==> config.mk <==
export PLATFORM = sky130hd
export DESIGN_NAME = bir_board_irq_router
export DESIGN_NICKNAME = d
export VERILOG_FILES = /design/src/core/bir_pkg.sv /design/src/core/bir_sync2.sv /design/src/core/bir_board_irq_router.sv
export SDC_FILE = /design/constraint.sdc
export NUM_CORES = 1
export LEC_CHECK = 0
export ABC_AREA = 1
export BUFFER_PORTS_ARGS = -buffer_cell sky130_fd_sc_hd__buf_2
export CORE_ASPECT_RATIO = 1.4
export CORE_UTILIZATION = 46
export CTS_CLUSTER_SIZE = 8
export DETAILED_ROUTE_END_ITERATION = 8
export PLACE_DENSITY = 0.72
export SKIP_LAST_GASP = 1
export SYNTH_ARGS = -nofsm -noshare
export SYNTH_HDL_FRONTEND = slang
export SYNTH_SLANG_ARGS = --single-unit
==> constraint.sdc <==
create_clock -name clock_i -period 2.5 [get_ports clock_i]
set_input_delay 0.125 -clock clock_i [delete_from_list [all_inputs] [get_ports clock_i]]
set_output_delay 0.125 -clock clock_i [all_outputs]
set_load 0.1 [all_outputs]
==> src/core/bir_pkg.sv <==
// shared constants, types and helpers of the board interrupt router
package bir_pkg;

  // ==========================================================
  // sizes
  localparam int unsigned PORT_W  = 32;
  localparam int unsigned LANES   = 4;
  localparam int unsigned ADDR_W  = 8;

  // ==========================================================
  // register byte offsets
  localparam logic [ADDR_W-1:0] OFS_DIR    = 8'h00;
  localparam logic [ADDR_W-1:0] OFS_OUT    = 8'h04;
  localparam logic [ADDR_W-1:0] OFS_PIN    = 8'h08;
  localparam logic [ADDR_W-1:0] OFS_IEN    = 8'h0C;
  localparam logic [ADDR_W-1:0] OFS_POL    = 8'h10;
  localparam logic [ADDR_W-1:0] OFS_TRIG   = 8'h14;
  localparam logic [ADDR_W-1:0] OFS_CAUSE  = 8'h18;
  localparam logic [ADDR_W-1:0] OFS_LANE   = 8'h1C;
  localparam logic [ADDR_W-1:0] OFS_STEER  = 8'h20;

  // ==========================================================
  // steering register fields
  localparam int unsigned STEER_PRI_LSB = 0;
  localparam int unsigned STEER_SEC_LSB = 8;

  // ==========================================================
  // pin positions of the board sources
  localparam int unsigned PIN_DOORBELL_FROM_CPU2 = 4;
  localparam int unsigned PIN_DOORBELL_TO_CPU2   = 5;
  localparam int unsigned PIN_PRI_SLOT_LO        = 6;
  localparam int unsigned PIN_PRI_SLOT_HI        = 9;
  localparam int unsigned PIN_SEC_SLOT_LO        = 10;
  localparam int unsigned PIN_SEC_SLOT_HI        = 13;
  localparam int unsigned PIN_PHY_MGMT_1         = 14;
  localparam int unsigned PIN_PHY_MGMT_2         = 15;
  localparam int unsigned PIN_SOUTHBRIDGE        = 22;
  localparam int unsigned PIN_DOORBELL_FROM_CPU1 = 30;
  localparam int unsigned PIN_DOORBELL_TO_CPU1   = 31;

  // ==========================================================
  // reset values
  localparam logic [PORT_W-1:0] RST_DIR   = 32'h0000_0000;
  localparam logic [PORT_W-1:0] RST_OUT   = 32'hFFFF_FFFF;
  localparam logic [PORT_W-1:0] RST_IEN   = 32'h0000_0000;
  // active low: doorbells 4/30, slot lines 6..13, phy lines 14/15
  localparam logic [PORT_W-1:0] RST_POL   = 32'h4000_FFD0;
  // edge: doorbells 4/30 and southbridge 22
  localparam logic [PORT_W-1:0] RST_TRIG  = 32'h4040_0010;
  localparam logic [LANES-1:0]  RST_PRI   = 4'h7;
  localparam logic [LANES-1:0]  RST_SEC   = 4'h8;
  localparam logic [PORT_W-1:0] RD_ZERO   = 32'h0000_0000;
  // idle level of the pulled-up pins
  localparam logic [PORT_W-1:0] RST_PIN   = 32'hFFFF_FFFF;

  // ==========================================================
  // types
  typedef struct packed {
    logic              wr;
    logic              rd;
    logic [ADDR_W-1:0] addr;
    logic [3:0]        be;
    logic [PORT_W-1:0] wdata;
  } bir_bus_req_t;

  typedef struct packed {
    logic [PORT_W-1:0] dir;
    logic [PORT_W-1:0] dout;
    logic [PORT_W-1:0] ien;
    logic [PORT_W-1:0] pol;
    logic [PORT_W-1:0] trig;
    logic [PORT_W-1:0] cause;
    logic [PORT_W-1:0] prev;
    logic [LANES-1:0]  lane;
    logic [LANES-1:0]  pri;
    logic [LANES-1:0]  sec;
    logic [PORT_W-1:0] rdata;
    logic              irq_pri;
    logic              irq_sec;
  } bir_state_t;

  // ==========================================================
  // byte lane mask from byte enables
  function automatic logic [PORT_W-1:0] bir_lane_mask(input logic [3:0] be);
    bir_lane_mask = {{8{be[3]}}, {8{be[2]}}, {8{be[1]}}, {8{be[0]}}};
  endfunction

  // byte lane merge of a write into a register
  function automatic logic [PORT_W-1:0] bir_merge(input logic [PORT_W-1:0] old,
                                                  input logic [PORT_W-1:0] wd,
                                                  input logic [3:0]        be);
    bir_merge = (old & ~bir_lane_mask(be)) | (wd & bir_lane_mask(be));
  endfunction

endpackage

==> src/core/bir_sync2.sv <==
// two flop synchroniser for the pin port inputs
`timescale 1ns/100ps
`default_nettype none

module bir_sync2
#(
  parameter int unsigned WIDTH = 32
)
(
  input  wire logic             clock_i,
  input  wire logic             sys_rst_i,
  input  wire logic [WIDTH-1:0] async_i,
  output logic      [WIDTH-1:0] sync_o
);

  logic [WIDTH-1:0] meta_r;
  logic [WIDTH-1:0] sync_r;

  // ==========================================================
  // one chain per bit
  genvar g;
  generate
    for (g = 0; g < WIDTH; g++)
    begin : g_bit
      always_ff @(posedge clock_i)
      begin
        if (sys_rst_i)
        begin
          // idle high like the pulled-up pins, no false edge
          meta_r[g] <= 1'b1;
          sync_r[g] <= 1'b1;
        end
        else
        begin
          meta_r[g] <= async_i[g];
          sync_r[g] <= meta_r[g];
        end
      end
    end
  endgenerate

  assign sync_o = sync_r;

endmodule

`default_nettype wire

==> src/core/bir_board_irq_router.sv <==
// multipurpose pin port with per lane interrupts steered to two processors
`timescale 1ns/100ps
`default_nettype none

module bir_board_irq_router
  import bir_pkg::*;
(
  input  wire logic              clock_i,
  input  wire logic              sys_rst_i,
  input  var  bir_bus_req_t      bus_req_i,
  output logic      [PORT_W-1:0] rdata_o,
  input  wire logic [PORT_W-1:0] multipurpose_pin_port_i,
  output logic      [PORT_W-1:0] multipurpose_pin_port_o,
  output logic      [PORT_W-1:0] multipurpose_pin_port_oe_n_o,
  output logic                   primary_cpu_irq_out_n_o,
  output logic                   secondary_cpu_irq_out_n_o
);

  // ==========================================================
  // state and helpers
  bir_state_t        s_r;
  bir_state_t        s_nxt;
  logic [PORT_W-1:0] pin_sync;

  // ==========================================================
  // pin synchroniser
  bir_sync2
  #(
    .WIDTH   (PORT_W)
  )
  u_sync
  (
    .clock_i   (clock_i),
    .sys_rst_i (sys_rst_i),
    .async_i   (multipurpose_pin_port_i),
    .sync_o    (pin_sync)
  );

  // ==========================================================
  // register read decode
  function automatic logic [PORT_W-1:0] rd_decode(input bir_state_t        st,
                                                  input logic [PORT_W-1:0] pins,
                                                  input logic [ADDR_W-1:0] addr);
    logic [PORT_W-1:0] steer;
    steer = RD_ZERO;
    steer[STEER_PRI_LSB +: LANES] = st.pri;
    steer[STEER_SEC_LSB +: LANES] = st.sec;
    case (addr)
      OFS_DIR:   rd_decode = st.dir;
      OFS_OUT:   rd_decode = st.dout;
      OFS_PIN:   rd_decode = pins;
      OFS_IEN:   rd_decode = st.ien;
      OFS_POL:   rd_decode = st.pol;
      OFS_TRIG:  rd_decode = st.trig;
      OFS_CAUSE: rd_decode = st.cause;
      OFS_LANE:  rd_decode = {{(PORT_W-LANES){1'b0}}, st.lane};
      OFS_STEER: rd_decode = steer;
      default:   rd_decode = RD_ZERO;
    endcase
  endfunction

  // ==========================================================
  // next state
  logic [PORT_W-1:0] act_now;
  logic [PORT_W-1:0] act_prev;
  logic [PORT_W-1:0] edge_hit;
  logic [PORT_W-1:0] cond;
  logic [PORT_W-1:0] set_bits;
  logic [PORT_W-1:0] clr_bits;
  logic [PORT_W-1:0] steer_wr;
  logic [PORT_W-1:0] steer_old;
  logic [PORT_W-1:0] live;

  always_comb
  begin
    s_nxt = s_r;

    act_now  = pin_sync ^ s_r.pol;
    act_prev = s_r.prev ^ s_r.pol;
    edge_hit = act_now & ~act_prev;
    // doorbell pin 4 from processor two defaults to falling edge
    // same for the pin of processor one
    cond     = (s_r.trig & edge_hit) | (~s_r.trig & act_now);
    set_bits = cond & s_r.ien;
    s_nxt.prev = pin_sync;

    clr_bits = RD_ZERO;
    steer_old = RD_ZERO;
    steer_old[STEER_PRI_LSB +: LANES] = s_r.pri;
    steer_old[STEER_SEC_LSB +: LANES] = s_r.sec;
    steer_wr = bir_merge(steer_old, bus_req_i.wdata, bus_req_i.be);

    if (bus_req_i.wr)
    begin
      case (bus_req_i.addr)
        OFS_DIR:
        begin
          s_nxt.dir = bir_merge(s_r.dir, bus_req_i.wdata, bus_req_i.be);
        end
        OFS_OUT:
        begin
          s_nxt.dout = bir_merge(s_r.dout, bus_req_i.wdata, bus_req_i.be);
        end
        OFS_IEN:
        begin
          s_nxt.ien = bir_merge(s_r.ien, bus_req_i.wdata, bus_req_i.be);
        end
        OFS_POL:
        begin
          s_nxt.pol = bir_merge(s_r.pol, bus_req_i.wdata, bus_req_i.be);
        end
        OFS_TRIG:
        begin
          s_nxt.trig = bir_merge(s_r.trig, bus_req_i.wdata, bus_req_i.be);
        end
        OFS_CAUSE:
        begin
          clr_bits = bus_req_i.wdata & bir_lane_mask(bus_req_i.be);
        end
        OFS_STEER:
        begin
          s_nxt.pri = steer_wr[STEER_PRI_LSB +: LANES];
          s_nxt.sec = steer_wr[STEER_SEC_LSB +: LANES];
        end
        default:
        begin
          s_nxt.dir = s_r.dir;
        end
      endcase
    end

    // sticky cause, set wins over clear
    s_nxt.cause = (s_r.cause & ~clr_bits) | set_bits;

    live = s_nxt.cause & s_nxt.ien;
    for (int i = 0; i < LANES; i++)
    begin
      s_nxt.lane[i] = |live[i*8 +: 8];
    end

    s_nxt.irq_pri = |(s_nxt.lane & s_nxt.pri);
    s_nxt.irq_sec = |(s_nxt.lane & s_nxt.sec);

    // read data valid only in the cycle after the strobe
    if (bus_req_i.rd)
    begin
      s_nxt.rdata = rd_decode(s_r, pin_sync, bus_req_i.addr);
    end
    else
    begin
      s_nxt.rdata = RD_ZERO;
    end
  end

  // ==========================================================
  // state register
  always_ff @(posedge clock_i)
  begin
    if (sys_rst_i)
    begin
      s_r.dir     <= RST_DIR;
      s_r.dout    <= RST_OUT;
      s_r.ien     <= RST_IEN;
      s_r.pol     <= RST_POL;
      s_r.trig    <= RST_TRIG;
      s_r.cause   <= RD_ZERO;
      s_r.prev    <= RST_PIN;
      s_r.lane    <= '0;
      s_r.pri     <= RST_PRI;
      s_r.sec     <= RST_SEC;
      s_r.rdata   <= RD_ZERO;
      s_r.irq_pri <= 1'b0;
      s_r.irq_sec <= 1'b0;
    end
    else
    begin
      s_r <= s_nxt;
    end
  end

  // ==========================================================
  // outputs
  // pin 5 driven when set as output
  assign multipurpose_pin_port_o      = s_r.dout;
  assign multipurpose_pin_port_oe_n_o = ~s_r.dir;
  assign rdata_o                      = s_r.rdata;
  assign primary_cpu_irq_out_n_o      = ~s_r.irq_pri;
  assign secondary_cpu_irq_out_n_o    = ~s_r.irq_sec;

endmodule

`default_nettype wire

==> results.md, run 1 <==
- Total global routing track utilization: 28.3%
- Global placement routability congestion: 0.913
- Post-synth top cells: sky130_fd_sc_hd__nand2_1 (549), sky130_fd_sc_hd__dfxtp_1 (334), sky130_fd_sc_hd__a21oi_1 (194)
- Overall die height: 210 µm
- Placement Setup Slack: 0.278 ns
- Layout cell share with drive strength beyond 1: 18.6%
- I/O Buffers: 177
- Die Outline Area: 31500 µm²
- Maximum VDD drop: 0.000546 V
- Main combinational cell family by area after synthesis: simple AND/OR/NAND/NOR gates
- Horiz. Die Dim: 150 µm
- Final hold slack: 0.0148 ns
- Residual overflow from global routing: 0
- Area occupied by multi-input gates: 5940 µm²
- Run status: complete, no violations
- Number of flops mapped to enable cells by yosys: 0
- Synth Warn #: 0
- Number of global-route vias before repair: 13098
- Final Hold Vio Count: 0
- Largest fanout of any net on the critical path: 11
- Root buf cell: sky130_fd_sc_hd__clkbuf_16
- Number of different library cells in the post-synthesis netlist: 39
- I/O pin count: 178
- Synthesized-area fraction occupied by and/or/nand/nor cells: 22.1%
- Final wirelength: 45.0 mm
- Vias/cell: 5.48
- Type of destination of the critical path: flip-flop
- Post-route setup slack: 0.597 ns
- Cell area after placement: 15100 µm²
- Actual slew at the worst max-slew pin: 1.02 ns
- Final Cycle Share: 76.1%
- Number of remaining DRC errors: 0
- Number of nets with antenna violations after detailed routing: 0
- Synth-to-Final Area Change: 19.6%
- Xor/xnor share of the synthesized area: 0%
- Mean instance size in the synthesized netlist: 7.55 µm²
- Number of detailed-route iterations in the first pass: 5
- Max-Cap Viols: 0
- CTS sink cnt: 334
- Multiplexer share of the synthesized area: 0%
- Placeable Area: 30100 µm²
- First DRT Iteration DRCs: 1114
- Maximum achievable frequency: 525 MHz
- Combined flip-flop and latch cell area: 6690 µm²
- Top cells by area, synth: sky130_fd_sc_hd__dfxtp_1 (47%), sky130_fd_sc_hd__nand2_1 (15%), sky130_fd_sc_hd__a21oi_1 (6.9%)
- Prevailing post-synth register cell: sky130_fd_sc_hd__dfxtp_1
- Cts bufs inserted: 47
- Power per cell area: 681 nW/µm²
- CTS resizes: 0
- Count of final setup violators: 0
- TritonCTS clock tree: done
- Count of hold-fix buffers inserted at cts: 61
- Number of pins exceeding their max-slew limit in the final report: 0
- Pin count of the biggest net entering global routing: 199
- Type of the worst setup path: in2reg
- Worst endpoint data arrival time: 2.29 ns
- Total negative slack for setup checks: 0 ns
- Post-route design area: 16900 µm²
- # fillers: 2768
- Worst slew margin relative to its limit: 31.8%
- Leakage power of the design: 0.00740 µW
- Non-filler cells in the finished layout: 2453
- Routed wire per std cell: 18.4 µm
- Hold Path Class: in2reg
- Share of the yosys chip area belonging to registers: 47.2%
- Number of H-tree levels: 2
- Post-DP HPWL: 29.6 mm
- Synthesis-stage register bit count: 334
- Initial antenna violation count: 2
- Clock latency at the later pin of the worst-skew pair: 0.55 ns
- RSZ-0062 raised after global routing: false
- Area share of fa/ha/maj cells after synthesis: 0%
- Asr flop ratio synth: 0%
- Final-stage net count: 2146
- First-pass GRT wire length: 68.9 mm
- Cell total after placement: 2341
- Endpoint required time on the critical path: 2.89 ns
- Synthesized Nets: 1957
- Summed instance area of the synthesized netlist: 14200 µm²
- Area fraction of the dominant cell type after synthesis: 47.2%
- Min Clock Period, post-route: 1.90 ns
- Startpoint types: input port
- Starting utilization of the core area: 47.0%
- Detailed-route via count: 13437
- Most used standard cell by instance count after synthesis: sky130_fd_sc_hd__nand2_1
- Synthesized-area fraction occupied by ao, oa, aoi and oai cells: 19.8%
- Maximum count of clock buffers along a single path: 3
- Number of setup buffers added after CTS: 0
- Clock slew seen by the registers of the worst setup and hold paths: 0.05 ns
- Number of core rows: 75
- Post-Route Skew: 0.0147 ns
- Area leader, netlist: sky130_fd_sc_hd__dfxtp_1
- Syn Inst Count: 1877
## layer usage
| layer | vias to the layer above | share of wire, % | global-route usage, % |
|---|---|---|---|
| li1 | 6434 | - | - |
| met1 | 6187 | 38 | 32.9 |
| met2 | 676 | 49 | 48.4 |
| met3 | 140 | 8.1 | 4.93 |
| met4 | 0 | 5.0 | 16.2 |
| met5 | - | 0 | 0 |
## final timing paths
path	from	end	slack [ns]	cells past startpoint
worst min register to register	u_sync.meta_r[26]$_SDFF_PP1_	u_sync.sync_o[26]$_SDFF_PP1_	0.40	1
worst max-delay path	bus_req_i[32]	s_r[0]$_SDFF_PP0_	0.60	15
worst min-delay path	bus_req_i[18]	flip-flop	0.01	5
worst max register to register	flip-flop	s_r[0]$_SDFF_PP0_	0.68	13
## per-stage QoR
step	total power (µW)	util, %
final	11500	56.3
after global routing	11900	56.3
after CTS	11600	56.2
after detailed placement	5950	50.1
after global placement	5950	50.1
after floorplan	5780	-
## final cells by class
cell class,count,area share (%)
diodes,1,0.0148
multi-input cells,1216,35.1
repair buffers,283,11.2
well taps,385,2.84
flip-flops and latches,334,39.5
clock buffers,50,7.32
inverters,184,4.08
## worst max-delay path, cell delays in order
cell                            delay, ns
sky130_fd_sc_hd__dlygate4sd3_1       0.52
sky130_fd_sc_hd__buf_2               0.14
sky130_fd_sc_hd__nand2_2             0.14
sky130_fd_sc_hd__inv_2               0.24
sky130_fd_sc_hd__nand2_1             0.24
sky130_fd_sc_hd__o21ai_1             0.22
sky130_fd_sc_hd__nand2_1             0.08
sky130_fd_sc_hd__nand2_1             0.06
sky130_fd_sc_hd__nand2_1             0.04
sky130_fd_sc_hd__nor2_1              0.11
sky130_fd_sc_hd__nand2_1             0.09
sky130_fd_sc_hd__nand2_1             0.06
sky130_fd_sc_hd__nand2_1             0.05
sky130_fd_sc_hd__nor2_1              0.10
sky130_fd_sc_hd__nor2_1              0.05
## cells in the final DEF (no fill, tap or decap), drive strengths merged, types with 5 or more instances in the layout
cell / count
a2111oi: 11
buf: 222
nor2: 83
nand3: 19
a21oi: 194
clkbuf: 50
a211oi: 5
o211ai: 66
dfxtp: 334
a221oi: 15
o22ai: 15
o21ai: 146
dlygate4sd3: 61
or2: 68
inv: 183
nand2: 561
o221ai: 9
## where the power goes
group          leakage (µW)  internal (µW)  switching, µW  total (µW)
Clock              0.000611           3430           2170        5600
Combinational       0.00408            193            316         509
Sequential          0.00271           5400           23.5        5420
Total               0.00740           9020           2510       11500
## cells by family after synthesis
| group | count (synthesis) |
|---|---|
| compound gates | 477 |
| flops | 334 |
| buf+inv | 327 |
| simple gates | 739 |
No activity file was read; power rests on OpenSTA's default activity.
==> run 2, diff against run 1 <==
--- a/config.mk
+++ b/config.mk
@@ -5,13 +5,13 @@
 export SDC_FILE = /design/constraint.sdc
 export NUM_CORES = 1
 export LEC_CHECK = 0
-export ABC_AREA = 1
+export ABC_AREA = 0
 export BUFFER_PORTS_ARGS = -buffer_cell sky130_fd_sc_hd__buf_2
 export CORE_ASPECT_RATIO = 1.4
 export CORE_UTILIZATION = 46
 export CTS_CLUSTER_SIZE = 8
 export DETAILED_ROUTE_END_ITERATION = 8
-export PLACE_DENSITY = 0.72
+export PLACE_DENSITY = 0.74
 export SKIP_LAST_GASP = 1
 export SYNTH_ARGS = -nofsm -noshare
 export SYNTH_HDL_FRONTEND = slang
==> constraint.sdc (replaced) <==
create_clock -name clock_i -period 1.7 [get_ports clock_i]
set_input_delay 0.085 -clock clock_i [delete_from_list [all_inputs] [get_ports clock_i]]
set_output_delay 0.085 -clock clock_i [all_outputs]
set_load 0.1 [all_outputs]
==> run 2 against run 1 <==
Net effect:
- the flow now finishes with violations (setup timing)
- hold slack better by 0.083 ns
- area after synthesis down 3.1%
- clock skew down 0.0039 ns
- core utilization up 5.7 points
- critical path depth down 9
- sequential power up 47%
- wire length down 3.6%
- sequential share of layout area down 2.4 points
- setup slack worse by 0.64 ns
- via count down 7.4%
- die area down 3.1%
- final area up 6.9%
- critical path type is now reg2reg
- largest cell class unchanged
==> results.md, run 2 <==
- Post-synth top cells: sky130_fd_sc_hd__dfxtp_1 (334), sky130_fd_sc_hd__nor2_1 (183), sky130_fd_sc_hd__mux2i_1 (104)
- CTS sink cnt: 334 (unchanged)
- Placeable Area: 29300 µm² (-2.9%)
- Endpoint required time on the critical path: 2.11 ns (-0.78 ns)
- Number of H-tree levels: 2 (unchanged)
- First-pass GRT wire length: 66.1 mm (-4.0%)
- Number of pins exceeding their max-slew limit in the final report: 0 (unchanged)
- Post-Route Skew: 0.0108 ns (-0.00393 ns)
- Placement Setup Slack: -0.587 ns (-0.865 ns)
- Reg-to-reg slack, setup: -0.04 ns (-0.72 ns)
- Run status: finished with violations
- Routed wire per std cell: 20.2 µm (+10%)
- Type of the worst setup path: reg2reg
- Path depth of the worst reg2reg path: 6 (-7)
- Delay of the slowest critical-path stage: 0.39 ns (-0.13 ns)
- Final Hold Vio Count: 0 (unchanged)
- Horiz. Die Dim: 148 µm (-1.5%)
- Leading cell type in the layout, fill and taps excluded: sky130_fd_sc_hd__dfxtp_1
- Number of nets with antenna violations after detailed routing: 0 (unchanged)
- Final-stage net count: 1841 (-14%)
- Detailed-route via count: 12446 (-7.4%)
- Worst hold path cell count: 4 (-1)
- Summed instance area of the synthesized netlist: 13700 µm² (-3.1%)
- Clock slew seen by the registers of the worst setup and hold paths: 0.05 ns (about the same)
- Top cells by area, synth: sky130_fd_sc_hd__dfxtp_1 (49%), sky130_fd_sc_hd__mux2i_1 (7.6%), sky130_fd_sc_hd__nor2_1 (5.0%)
- Final wirelength: 43.4 mm (-3.6%)
- Max-Cap Viols: 0 (unchanged)
- Final Cycle Share: 103%
- Starting utilization of the core area: 46.9% (-0.12 points)
- Syn Inst Count: 1449 (-23%)
- Synth Warn #: 0 (unchanged)
- Min Clock Period, post-route: 1.74 ns
- Root buf cell: sky130_fd_sc_hd__clkbuf_16
- Global placement routability congestion: 0.925 (+1.3%)
- Worst endpoint data arrival time: 2.15 ns (-0.14 ns)
- Post-route design area: 18100 µm² (+6.9%)
- Number of global-route vias before repair: 12335 (-5.8%)
- Initial antenna violation count: 2 (unchanged)
- Cell total after placement: 2015 (-14%)
- Number of detailed-route iterations in the first pass: 9 (+4)
- Type of destination of the critical path: flip-flop
- Final hold slack: 0.0975 ns (+0.0827 ns)
- Worst reg2reg path endpoint: s_r[1]$_SDFF_PP0_
- Synthesized Nets: 1529 (-22%)
- Number of remaining DRC errors: 0 (unchanged)
- Count of final setup violators: 2 (+2)
- Number of flops mapped to enable cells by yosys: 0 (unchanged)
- Worst slew margin relative to its limit: 66.5% (+35 points)
- Most used standard cell by instance count after synthesis: sky130_fd_sc_hd__dfxtp_1
- Non-filler cells in the finished layout: 2145 (-13%)
- Most frequent cells in the layout: sky130_fd_sc_hd__dfxtp_1 (323), sky130_fd_sc_hd__nor2_1 (182), sky130_fd_sc_hd__buf_2 (176)
- Area leader, netlist: sky130_fd_sc_hd__dfxtp_1
- Power per cell area: 940 nW/µm² (+38%)
- Startpoint types: flip-flop
- Post-DP HPWL: 29.4 mm (-0.63%)
- Number of core rows: 74 (-1.3%)
- Maximum count of clock buffers along a single path: 3 (unchanged)
- Residual overflow from global routing: 0 (unchanged)
- Prevailing post-synth register cell: sky130_fd_sc_hd__dfxtp_1
- Largest fanout of any net on the critical path: 3 (-8)
- Cells traversed along the worst timing path: xor2_1, nand2_1, a32oi_2, o22ai_4, o41ai_4, a41oi_1
- Area fraction of the dominant cell type after synthesis: 48.7% (+1.5 points)
- Maximum VDD drop: 0.000592 V (+8.4%)
- Category of cells accounting for the largest share of critical-path delay: compound AO/OA/AOI/OAI gates
- Total global routing track utilization: 27.7% (-0.58 points)
- Maximum achievable frequency: 573 MHz
- I/O pin count: 178 (unchanged)
- Layout cell share with drive strength beyond 1: 31.4% (+13 points)
- Overall die height: 206 µm (-1.6%)
- Synthesis-stage register bit count: 334 (unchanged)
- Violations in the final reports: setup timing
- RSZ-0062 raised after global routing: true
- I/O Buffers: 177 (unchanged)
- Share of the yosys chip area belonging to registers: 48.7% (+1.5 points)
- Cell area after placement: 15800 µm² (+4.6%)
- Area occupied by multi-input gates: 6250 µm² (+5.2%)
- Clock latency at the later pin of the worst-skew pair: 0.54 ns (about the same)
- TritonCTS clock tree: done
- Leakage power of the design: 0.00771 µW (+4.2%)
- Post-route setup slack: -0.0441 ns (-0.641 ns)
- Vias/cell: 5.80 (+5.9%)
- Combined flip-flop and latch cell area: 6710 µm² (+0.32%)
- Hold Path Class: in2reg
- End point of the most critical hold path: s_r[181]$_SDFF_PP0_
- Pin count of the biggest net entering global routing: 89 (-55%)
- Origin of the worst min-delay path: bus_req_i[32]
- Number of different library cells in the post-synthesis netlist: 55 (+41%)
- Synth-to-Final Area Change: 32.0%
- Number of buffer and inverter stages on the critical path: 0 (-3)
- Mean instance size in the synthesized netlist: 9.47 µm² (+25%)
- Actual slew at the worst max-slew pin: 0.506 ns (-0.518 ns)
- Die Outline Area: 30500 µm² (-3.1%)
- First DRT Iteration DRCs: 1273 (+14%)
- Cell with the largest stage delay on the worst path: sky130_fd_sc_hd__o41ai_4
- Cts bufs inserted: 47 (unchanged)
- Asr flop ratio synth: 0% (unchanged)
- Pwr Total: 17000 µW (+48%)
- # fillers: 2365 (-15%)
-- run 2: logic make-up after synthesis --
| logic type | share of synthesized area [%] |
|---|---|
| and+or+nand+nor | 15.6 |
| DFF | 48.7 |
| AOI/OAI and AO/OA | 15.5 |
| buffers and inverters | 8.07 |
| muxes | 7.97 |
| xor gates and xnor gates | 4.08 |
-- run 2: per-stage QoR --
step	util [%]	setup TNS, ns
final	61.9	-0.0725
after CTS	61.5	-0.0159
after global routing	61.9	-0.310
after detailed placement	54.0	-43.96
after global placement	54.0	-37.88
after floorplan	-	-0.149
-- run 2: cell type report --
cell class | count | share of cell area, %
Antenna cell | 2 | 0.0276
Clock buffer | 51 | 6.81
Inverter | 68 | 1.41
Multi-Input combinational cell | 890 | 34.5
Sequential cell | 334 | 37.0
Tap cell | 380 | 2.62
Timing Repair Buffer | 420 | 17.6
-- run 2: worst max-delay path by stage --
stage / endpoint / slack [ns] / cells past startpoint
finish: s_r[1]$_SDFF_PP0_ / -0.04 / 6
global placement: s_r[0]$_SDFF_PP0_ / -0.50 / 8
global route: s_r[1]$_SDFF_PP0_ / -0.13 / 6
detailed placement: s_r[1]$_SDFF_PP0_ / -0.59 / 8
CTS: s_r[0]$_SDFF_PP0_ / -0.01 / 6
floorplan: s_r[0]$_SDFF_PP0_ / -0.09 / 7
-- run 2: what timing repair did --
| item | CTS | global route |
|---|---|---|
| buffers inserted | 0 | 3 |
| pin swaps | 11 | 11 |
| hold buffers | 74 | 0 |
| gates resized for setup | 34 | 19 |
| endpoints found under the setup margin | 3 | 5 |
| endpoints found under the hold margin | 188 | 0 |
-- run 2: per-layer routing --
metal	GRT usage [%]	up-vias	wire length [µm]
met3	4.64	168	3500
met1	32.6	5897	16500
met2	46.7	702	20900
li1	-	5677	-
met5	0	-	13
met4	17.8	2	2480
-- run 2: tightest hold or removal path: stages --
cell	delay (ns)
sky130_fd_sc_hd__buf_2	0.13
sky130_fd_sc_hd__nand2_1	0.10
sky130_fd_sc_hd__nor4_1	0.07
sky130_fd_sc_hd__o21a_1	0.20
-- run 2: power breakdown --
part	switching, µW	internal (µW)	leakage (µW)
sequential	54.6	7940	0.00272
clock	3190	5010	0.000606
combinational	446	388	0.00439
